[src/rtl/bus_hold_pkg.sv]
// Operation
// - on hold request, finish any bus transaction in progress before releasing the bus
// - during hold, float address, data, access strobe and read/write lines
// - keep transactions suspended until hold request rises or ignore bit is set
// - drive bus release acknowledge in answer to a low hold request
// - stay in reset condition while the reset input is high
// - after reset release, start execution at the reset vector address
// - while shutdown is active, stop and float every pin
// - contents are kept during shutdown; the bus state returns to idle and the req_taken, done, start and interrupt acknowledge pulses go inactive
// - pulse interrupt acknowledge only when the acknowledge instruction executes
// - each pin floats under its flagged conditions: shutdown, hold, reset
// - external flag pins work as general I/O lines with per-pin direction
package bus_hold_pkg;
  localparam logic [23:0] RESET_VECTOR_ADDR = 24'h000000;
  localparam int ADDR_W = 24;
  localparam int DATA_W = 32;
  localparam int XF_W = 2;
  typedef enum logic [4:0] {
    ST_IDLE = 5'h01,
    ST_XFER = 5'h02,
    ST_HELD = 5'h04,
    ST_UNACK = 5'h08,
    ST_REDRIVE = 5'h10
  } bus_state_type;
endpackage

[src/rtl/primary_bus_hold_and_pin_float.sv]
`timescale 1ns/1ps
module primary_bus_hold_and_pin_float
  import bus_hold_pkg::*;
(
  // clock and reset
  input wire logic i_clk,
  input wire logic i_reset,
  // pin controls
  input wire logic i_hold_req_n,
  input wire logic i_all_pins_float_n,
  input wire logic i_ignore_bus_request_bit,
  // sequencer request
  input wire logic i_req,
  input wire logic i_req_rd,
  input wire logic [ADDR_W-1:0] i_req_addr,
  input wire logic [DATA_W-1:0] i_req_wdata,
  input wire logic i_ready_n,
  input wire logic i_ack_instr,
  input wire logic [XF_W-1:0] i_flag_out,
  input wire logic [XF_W-1:0] i_flag_dir_out,
  input wire logic [XF_W-1:0] i_ext_flag_pins,
  // sequencer answer
  output logic o_req_taken,
  output logic o_done,
  output logic [DATA_W-1:0] o_rdata,
  output logic [ADDR_W-1:0] o_start_pc,
  output logic o_start,
  output logic [XF_W-1:0] o_flag_in,
  // primary bus pins
  output logic [ADDR_W-1:0] o_addr,
  output logic o_addr_oe_n,
  output logic [DATA_W-1:0] o_data,
  output logic o_data_oe_n,
  input wire logic [DATA_W-1:0] i_data,
  output logic o_access_strobe,
  output logic o_strobe_oe_n,
  output logic o_rw,
  output logic o_rw_oe_n,
  output logic o_bus_release_ack,
  output logic o_ack_oe_n,
  output logic o_int_ack_out,
  output logic o_int_ack_out_oe_n,
  output logic [XF_W-1:0] o_ext_flag_pins,
  output logic [XF_W-1:0] o_flag_oe_n
);
  typedef struct packed {
    bus_state_type st;
    logic req_taken;
    logic done;
    logic [DATA_W-1:0] rdata;
    logic [ADDR_W-1:0] start_pc;
    logic start;
    logic [XF_W-1:0] flag_in;
    logic [ADDR_W-1:0] addr;
    logic [DATA_W-1:0] data;
    logic data_drive;
    logic strobe;
    logic rw;
    logic bus_float;
    logic ack;
    logic int_ack_out;
    logic sd_float;
    logic [XF_W-1:0] xf;
    logic [XF_W-1:0] xf_oe_n;
    logic addr_oe_n;
    logic data_oe_n;
    logic strobe_oe_n;
    logic rw_oe_n;
    logic ack_oe_n;
    logic int_ack_out_oe_n;
    logic [XF_W-1:0] flag_oe_n;
  } state_type;
  state_type cur;
  state_type next_cur;
  logic hold_on;
  assign hold_on = !i_hold_req_n && !i_ignore_bus_request_bit;
  always_comb begin
    next_cur = cur;
    next_cur.req_taken = 1'b0;
    next_cur.done = 1'b0;
    next_cur.start = 1'b0;
    next_cur.int_ack_out = 1'b1;
    next_cur.flag_in = i_ext_flag_pins;
    next_cur.xf = i_flag_out;
    next_cur.xf_oe_n = ~i_flag_dir_out;
    next_cur.sd_float = 1'b0;
    if (i_ack_instr) begin
      next_cur.int_ack_out = 1'b0;
    end
    unique case (cur.st)
      ST_IDLE: begin
        if (hold_on) begin
          next_cur.st = ST_HELD;
          next_cur.bus_float = 1'b1;
          next_cur.ack = 1'b0;
        end else if (i_req) begin
          next_cur.st = ST_XFER;
          next_cur.req_taken = 1'b1;
          next_cur.addr = i_req_addr;
          next_cur.data = i_req_wdata;
          next_cur.rw = i_req_rd;
          next_cur.data_drive = !i_req_rd;
          next_cur.strobe = 1'b0;
        end
      end
      ST_XFER: begin
        if (!i_ready_n) begin
          next_cur.st = ST_IDLE;
          next_cur.done = 1'b1;
          next_cur.rdata = i_data;
          next_cur.strobe = 1'b1;
          next_cur.data_drive = 1'b0;
          next_cur.rw = 1'b1;
        end
      end
      ST_HELD: begin
        if (!hold_on) begin
          next_cur.st = ST_UNACK;
          next_cur.ack = 1'b1;
        end
      end
      ST_UNACK: begin
        next_cur.st = ST_REDRIVE;
        next_cur.bus_float = 1'b0;
      end
      ST_REDRIVE: begin
        next_cur.st = ST_IDLE;
      end
    endcase
    if (!i_all_pins_float_n) begin
      next_cur = cur;
      next_cur.st = ST_IDLE;
      next_cur.sd_float = 1'b1;
      next_cur.int_ack_out = 1'b1;
      next_cur.req_taken = 1'b0;
      next_cur.done = 1'b0;
      next_cur.start = 1'b0;
      next_cur.flag_in = cur.flag_in;
    end
    next_cur.addr_oe_n = next_cur.bus_float | next_cur.sd_float;
    next_cur.data_oe_n = next_cur.bus_float | next_cur.sd_float | !next_cur.data_drive;
    next_cur.strobe_oe_n = next_cur.bus_float | next_cur.sd_float;
    next_cur.rw_oe_n = next_cur.bus_float | next_cur.sd_float;
    next_cur.ack_oe_n = next_cur.sd_float;
    next_cur.int_ack_out_oe_n = next_cur.sd_float;
    next_cur.flag_oe_n = next_cur.xf_oe_n | {XF_W{next_cur.sd_float}};
  end
  always_ff @(posedge i_clk) begin
    if (i_reset) begin
      cur <= '0;
      cur.st <= ST_IDLE;
      cur.start_pc <= RESET_VECTOR_ADDR;
      cur.start <= 1'b1;
      cur.strobe <= 1'b1;
      cur.rw <= 1'b1;
      cur.ack <= 1'b1;
      cur.int_ack_out <= 1'b1;
      cur.xf_oe_n <= {XF_W{1'b1}};
      cur.addr_oe_n <= 1'b1;
      cur.data_oe_n <= 1'b1;
      cur.strobe_oe_n <= 1'b0;
      cur.rw_oe_n <= 1'b1;
      cur.ack_oe_n <= 1'b1;
      cur.int_ack_out_oe_n <= 1'b0;
      cur.flag_oe_n <= {XF_W{1'b1}};
    end else begin
      cur <= next_cur;
    end
  end
  assign o_req_taken = cur.req_taken;
  assign o_done = cur.done;
  assign o_rdata = cur.rdata;
  assign o_start_pc = cur.start_pc;
  assign o_start = cur.start;
  assign o_flag_in = cur.flag_in;
  assign o_addr = cur.addr;
  assign o_addr_oe_n = cur.addr_oe_n;
  assign o_data = cur.data;
  assign o_data_oe_n = cur.data_oe_n;
  assign o_access_strobe = cur.strobe;
  assign o_strobe_oe_n = cur.strobe_oe_n;
  assign o_rw = cur.rw;
  assign o_rw_oe_n = cur.rw_oe_n;
  assign o_bus_release_ack = cur.ack;
  assign o_ack_oe_n = cur.ack_oe_n;
  assign o_int_ack_out = cur.int_ack_out;
  assign o_int_ack_out_oe_n = cur.int_ack_out_oe_n;
  assign o_ext_flag_pins = cur.xf;
  assign o_flag_oe_n = cur.flag_oe_n;
  a_hold_after_xfer: assert property (@(posedge i_clk) disable iff (i_reset)
    (cur.st == ST_XFER && i_ready_n && i_all_pins_float_n) |=> !cur.bus_float)
    else $error("bus released mid transfer");
  a_hold_floats: assert property (@(posedge i_clk) disable iff (i_reset)
    (cur.st == ST_HELD) |-> (o_addr_oe_n && o_data_oe_n && o_strobe_oe_n && o_rw_oe_n))
    else $error("bus driven during hold");
  a_hold_no_take: assert property (@(posedge i_clk) disable iff (i_reset)
    (cur.st == ST_HELD && hold_on) |=> !o_req_taken)
    else $error("transaction taken during hold");
  a_ack_on_hold: assert property (@(posedge i_clk) disable iff (i_reset)
    (cur.st == ST_IDLE && hold_on && i_all_pins_float_n) |=> !o_bus_release_ack)
    else $error("no acknowledge on hold");
  a_reset_start: assert property (@(posedge i_clk)
    i_reset |=> (o_start && o_start_pc == RESET_VECTOR_ADDR))
    else $error("no start at reset vector");
  a_shutdown_float: assert property (@(posedge i_clk) disable iff (i_reset)
    !i_all_pins_float_n |=> (o_addr_oe_n && o_ack_oe_n && o_int_ack_out_oe_n && &o_flag_oe_n))
    else $error("pin driven in shutdown");
  a_int_ack_out_cause: assert property (@(posedge i_clk) disable iff (i_reset)
    !o_int_ack_out |-> $past(i_ack_instr))
    else $error("stray interrupt acknowledge");
  a_release_order: assert property (@(posedge i_clk) disable iff (i_reset)
    (cur.st == ST_HELD && !hold_on && i_all_pins_float_n) |=>
    (o_bus_release_ack && o_addr_oe_n) ##1 !cur.bus_float)
    else $error("bad release order");
  a_reset_float: assert property (@(posedge i_clk)
    i_reset |=> (o_addr_oe_n && o_data_oe_n && o_rw_oe_n && &o_flag_oe_n &&
    !o_strobe_oe_n && !o_int_ack_out_oe_n))
    else $error("wrong pin float in reset");
  a_flag_dir: assert property (@(posedge i_clk) disable iff (i_reset)
    i_all_pins_float_n |=> (o_flag_oe_n == ~$past(i_flag_dir_out)))
    else $error("flag direction not followed");
  c_hold: cover property (@(posedge i_clk) cur.st == ST_HELD ##1 cur.st == ST_UNACK);
  c_xfer: cover property (@(posedge i_clk) o_req_taken ##[1:5] o_done);
  c_sd: cover property (@(posedge i_clk) !i_all_pins_float_n);
  c_write: cover property (@(posedge i_clk) o_req_taken && !o_rw);
  c_redrive: cover property (@(posedge i_clk) cur.st == ST_REDRIVE ##1 cur.st == ST_IDLE);
endmodule

[config.mk]
export PLATFORM = sky130hd
export DESIGN_NAME = primary_bus_hold_and_pin_float
export DESIGN_NICKNAME = d
export VERILOG_FILES = /design/src/rtl/bus_hold_pkg.sv /design/src/rtl/primary_bus_hold_and_pin_float.sv
export SDC_FILE = /design/constraint.sdc
export NUM_CORES = 1
export LEC_CHECK = 0
export ABC_AREA = 0
export BUFFER_PORTS_ARGS = -buffer_cell sky130_fd_sc_hd__buf_2
export CORE_MARGIN = 2
export CORE_UTILIZATION = 42
export DETAILED_ROUTE_END_ITERATION = 10
export PLACE_DENSITY = 0.77
export SYNTH_ARGS = -nofsm -noshare
export SYNTH_HDL_FRONTEND = slang
export SYNTH_SLANG_ARGS = --single-unit
[constraint.sdc]
create_clock -name i_clk -period 1.75 [get_ports i_clk]
set_input_delay 0.175 -clock i_clk [delete_from_list [all_inputs] [get_ports i_clk]]
set_output_delay 0.175 -clock i_clk [all_outputs]
set_load 0.01 [all_outputs]
==> impl_metrics.sql <==
INSERT INTO impl_metrics (metric_group, metric, value, unit) VALUES
('run_status', 'run_status', 'finished, final reports clean', ''),
('route', 'postRouteAntennaNets', '0', ''),
('global_routing', 'gr-usage-met2', '33.7', '%'),
('layout', 'final_net_count', '881', ''),
('route', 'drt_drc_violations_left', '0', ''),
('layout', 'ant_diodes', '0', ''),
('power', 'total_leakage_power', '2.98', 'nW'),
('critical_path', 'critPathLaunch', 'cur[139]', ''),
('synthesis', 'post_synth_main_area_contributors', 'sky130_fd_sc_hd__dfxtp_1, sky130_fd_sc_hd__buf_4, sky130_fd_sc_hd__nand2_1', ''),
('global_routing', 'grt_overflow_total', '0', ''),
('clock_network', 'cts_setup_buffers', '0', ''),
('timing', 'slew_at_the_pin_closest_to_its_max_slew_limit', '0.517', 'ns'),
('global_routing', 'antenna_violations_before_repair', '0', ''),
('floorplanning', 'initial_utilization', '42.9', '%'),
('clock_network', 'clock_latency', '0.41', 'ns'),
('critical_path', 'critPathRequiredTime', '2.10', 'ns'),
('synthesis', 'synth_area', '4900', 'sq um'),
('timing', 'finalSetupViolations', '0', ''),
('critical_path', 'critical_path.cell_chain', 'or3_4, buf_4, or2_2, o21bai_1, a221o_1', ''),
('synthesis', 'post_synthesis_share_of_cell_area_spent_on_xor_and_xnor_gates', '0.179', '%'),
('synthesis', 'synth_sequential_area_ratio', '46.1', '%'),
('clock_network', 'cts.sink_count', '113', ''),
('timing', 'timing.final.crit_share', '97.0', '%'),
('global_routing', 'grt_pass1_vias', '4080', ''),
('floorplanning', 'core_area', '11400', 'sq um'),
('placement', 'post_dp_cell_area', '5340', 'sq um'),
('critical_path', 'crit_fanout', '6', ''),
('layout', 'multi_input_comb_area', '1660', 'sq um'),
('floorplanning', 'floorplan.die_area', '12600', 'sq um'),
('power', 'combPwrFrac', '9.3', '%'),
('clock_network', 'clock_root_buffer', 'sky130_fd_sc_hd__clkbuf_16', ''),
('placement', 'finalWeightedCongestion', '0.814', ''),
('synthesis', 'synthSimpleGateAreaFrac', '19.0', '%'),
('synthesis', 'synth_top_family_by_area', 'buffers and inverters', ''),
('power', 'pwr-share-seq', '38.5', '%'),
('floorplanning', 'die_w', '112', 'microns'),
('synthesis', 'syn_area_per_cell', '8.08', 'sq um'),
('synthesis', 'synth.ff_latch_count', '113', ''),
('route', 'first_iter_violations', '305', ''),
('layout', 'fillerInstances', '988', ''),
('route', 'via_count', '4287', ''),
('synthesis', 'area_fraction_in_compound_gates_after_synthesis', '11.6', '%'),
('floorplanning', 'io_pins', '234', ''),
('timing', 'final_hold_viol_count', '0', ''),
('synthesis', 'synth_top_area_share', '46.1', '%'),
('power', 'cellPowerDensity', '1070', 'nW/um^2'),
('clock_network', 'cts_tree', 'yes', ''),
('global_routing', 'pin_count_of_the_biggest_net_entering_global_routing', '58', ''),
('synthesis', 'synth_adder_area_share', '0', '%'),
('timing', 'maxSlewHeadroom', '65.6', '%'),
('timing', 'timing.clock.skew', '0.00794', 'ns'),
('global_routing', 'grt_pass1_wl', '19.0', 'mm'),
('floorplanning', 'placementRows', '39', ''),
('power', 'switching_fraction_of_total_power', '21.5', '%'),
('worst_hold_path', 'worst_hold_startpoint', 'i_flag_out[1]', ''),
('synthesis', 'yosys-mux-area-fraction', '0.817', '%'),
('layout', 'final_standard_cell_area_without_fillers', '6540', 'sq um'),
('route', 'route.detailed.wl_per_inst', '13.0', 'microns'),
('placement', 'port_buffer_count', '209', ''),
('critical_path', 'worstSetupStartpointType', 'flop', ''),
('clock_network', 'clkSlewWorstSetupHoldPaths', '0.05', 'ns'),
('clock_network', 'h_tree_levels', '4', ''),
('critical_path', 'worstPathBufferInverterCount', '1', ''),
('power', 'share_clk_of_total_power', '52.2', '%'),
('worst_hold_path', 'timing.hold.worst.class', 'input pin to flop', ''),
('layout', 'flow.area_growth_from_synthesis', '33.4', '%'),
('global_routing', 'globalRoute.busiestLayer', 'met2', ''),
('synthesis', 'async_reset_ff_share', '0', '%'),
('layout', 'register_area', '2260', 'sq um'),
('global_routing', 'routing_usage_on_met3', '6.05', '%'),
('critical_path', 'critPathArrivalTime', '2.05', 'ns');
-- power by group through the flow --
stage	registers, mW	clock network, mW	logic (mW)
after floorplan	2.76	0	0.400
after global placement	2.75	0	0.542
after detailed placement	2.75	0	0.547
after CTS	2.70	3.73	0.643
after global routing	2.71	3.87	0.713
final	2.70	3.66	0.654
-- through the flow --
stage	setup slack (ns)	hold WS [ns]	instances	power, mW	setup TNS, ns
2_1_floorplan	-0.00217	0.203	630	3.16	-0.0650
3_3_place_gp	0.0610	0.339	848	3.29	0
3_5_place_dp	0.0516	0.341	848	3.30	0
4_1_cts	0.0323	0.000250	934	7.07	0
5_1_grt	-0.00922	0.00832	934	7.29	-0.00922
6_report	0.0521	0.0139	934	7.02	0
-- Yosys cell counts, types with 2 or more instances --
cell type                  number
sky130_fd_sc_hd__o21ai_0        6
sky130_fd_sc_hd__nand3b_1       2
sky130_fd_sc_hd__a21oi_1       92
sky130_fd_sc_hd__nand2_1      183
sky130_fd_sc_hd__buf_6          4
sky130_fd_sc_hd__mux2i_1        4
sky130_fd_sc_hd__nor2b_1        3
sky130_fd_sc_hd__nor3b_1        5
sky130_fd_sc_hd__clkbuf_1      18
sky130_fd_sc_hd__dfxtp_1      113
sky130_fd_sc_hd__nor2_1        14
sky130_fd_sc_hd__nor3_1         2
sky130_fd_sc_hd__inv_1          2
sky130_fd_sc_hd__nor4_1         2
sky130_fd_sc_hd__a211oi_1       2
sky130_fd_sc_hd__o311ai_0       2
sky130_fd_sc_hd__buf_4        123
sky130_fd_sc_hd__nand2b_1       2
sky130_fd_sc_hd__nor4b_1        3
sky130_fd_sc_hd__buf_2          8
-- kinds of logic after synthesis --
| kind of cell | count (synthesis) |
|---|---|
| AND/OR/NAND/NOR | 224 |
| other | 1 |
| XOR/XNOR | 1 |
| buffers and inverters | 156 |
| flip-flops | 113 |
| AO/OA/AOI/OAI | 108 |
| multiplexers | 4 |
-- metal layers --
metal	share of wire, %	routed length (microns)
met5	0	0
met4	3.3	399
met3	7.5	914
met2	51	6120
met1	39	4680
-- sequential cells by signal, indices dropped and copies added, names as in the netlist --
signal              cells
o_int_ack_out_oe_n      1
o_data                 32
o_rw                    1
o_rdata                32
o_bus_release_ack       1
o_int_ack_out           1
cur                     7
o_data_oe_n             1
o_rw_oe_n               1
o_ext_flag_pins         2
o_strobe_oe_n           1
o_req_taken             1
o_start                 1
o_done                  1
o_ack_oe_n              1
o_flag_in               2
o_flag_oe_n             2
o_access_strobe         1
o_addr                 24
-- worst reg2reg max path, delay by kind of cell, from the launching register on --
kind	cells	cell delay, ns
buffers and inverters	1	0.17
AOI/OAI and AO/OA	2	0.39
and+or+nand+nor	2	0.73
DFF	1	0.35
-- path summary, 6_finish.rpt --
check	slack (ns)	end	depth (start not counted)
setup / recovery	0.05	o_rw	5
hold / removal	0.01	o_ext_flag_pins[1]	3
setup reg to reg	0.05	o_rw	5
hold reg to reg	0.45	o_rdata[15]	2
-- cell type report --
class                           instances  share of cell area [%]
Tap cell                              143                    2.74
Clock inverter                         10                    2.37
Multi-Input combinational cell        361                    25.4
Sequential cell                       113                    34.6
Inverter                                2                   0.115
Timing Repair Buffer                  283                    27.4
Clock buffer                           22                    7.40
-- repair_timing --
item / in CTS / in global routing
endpoints found under the setup margin: 0 / 47
hold buffers: 54 / 0
resized for setup: 0 / 6
endpoints found under the hold margin: 54 / 0
Power figures use the tool's default switching activity.
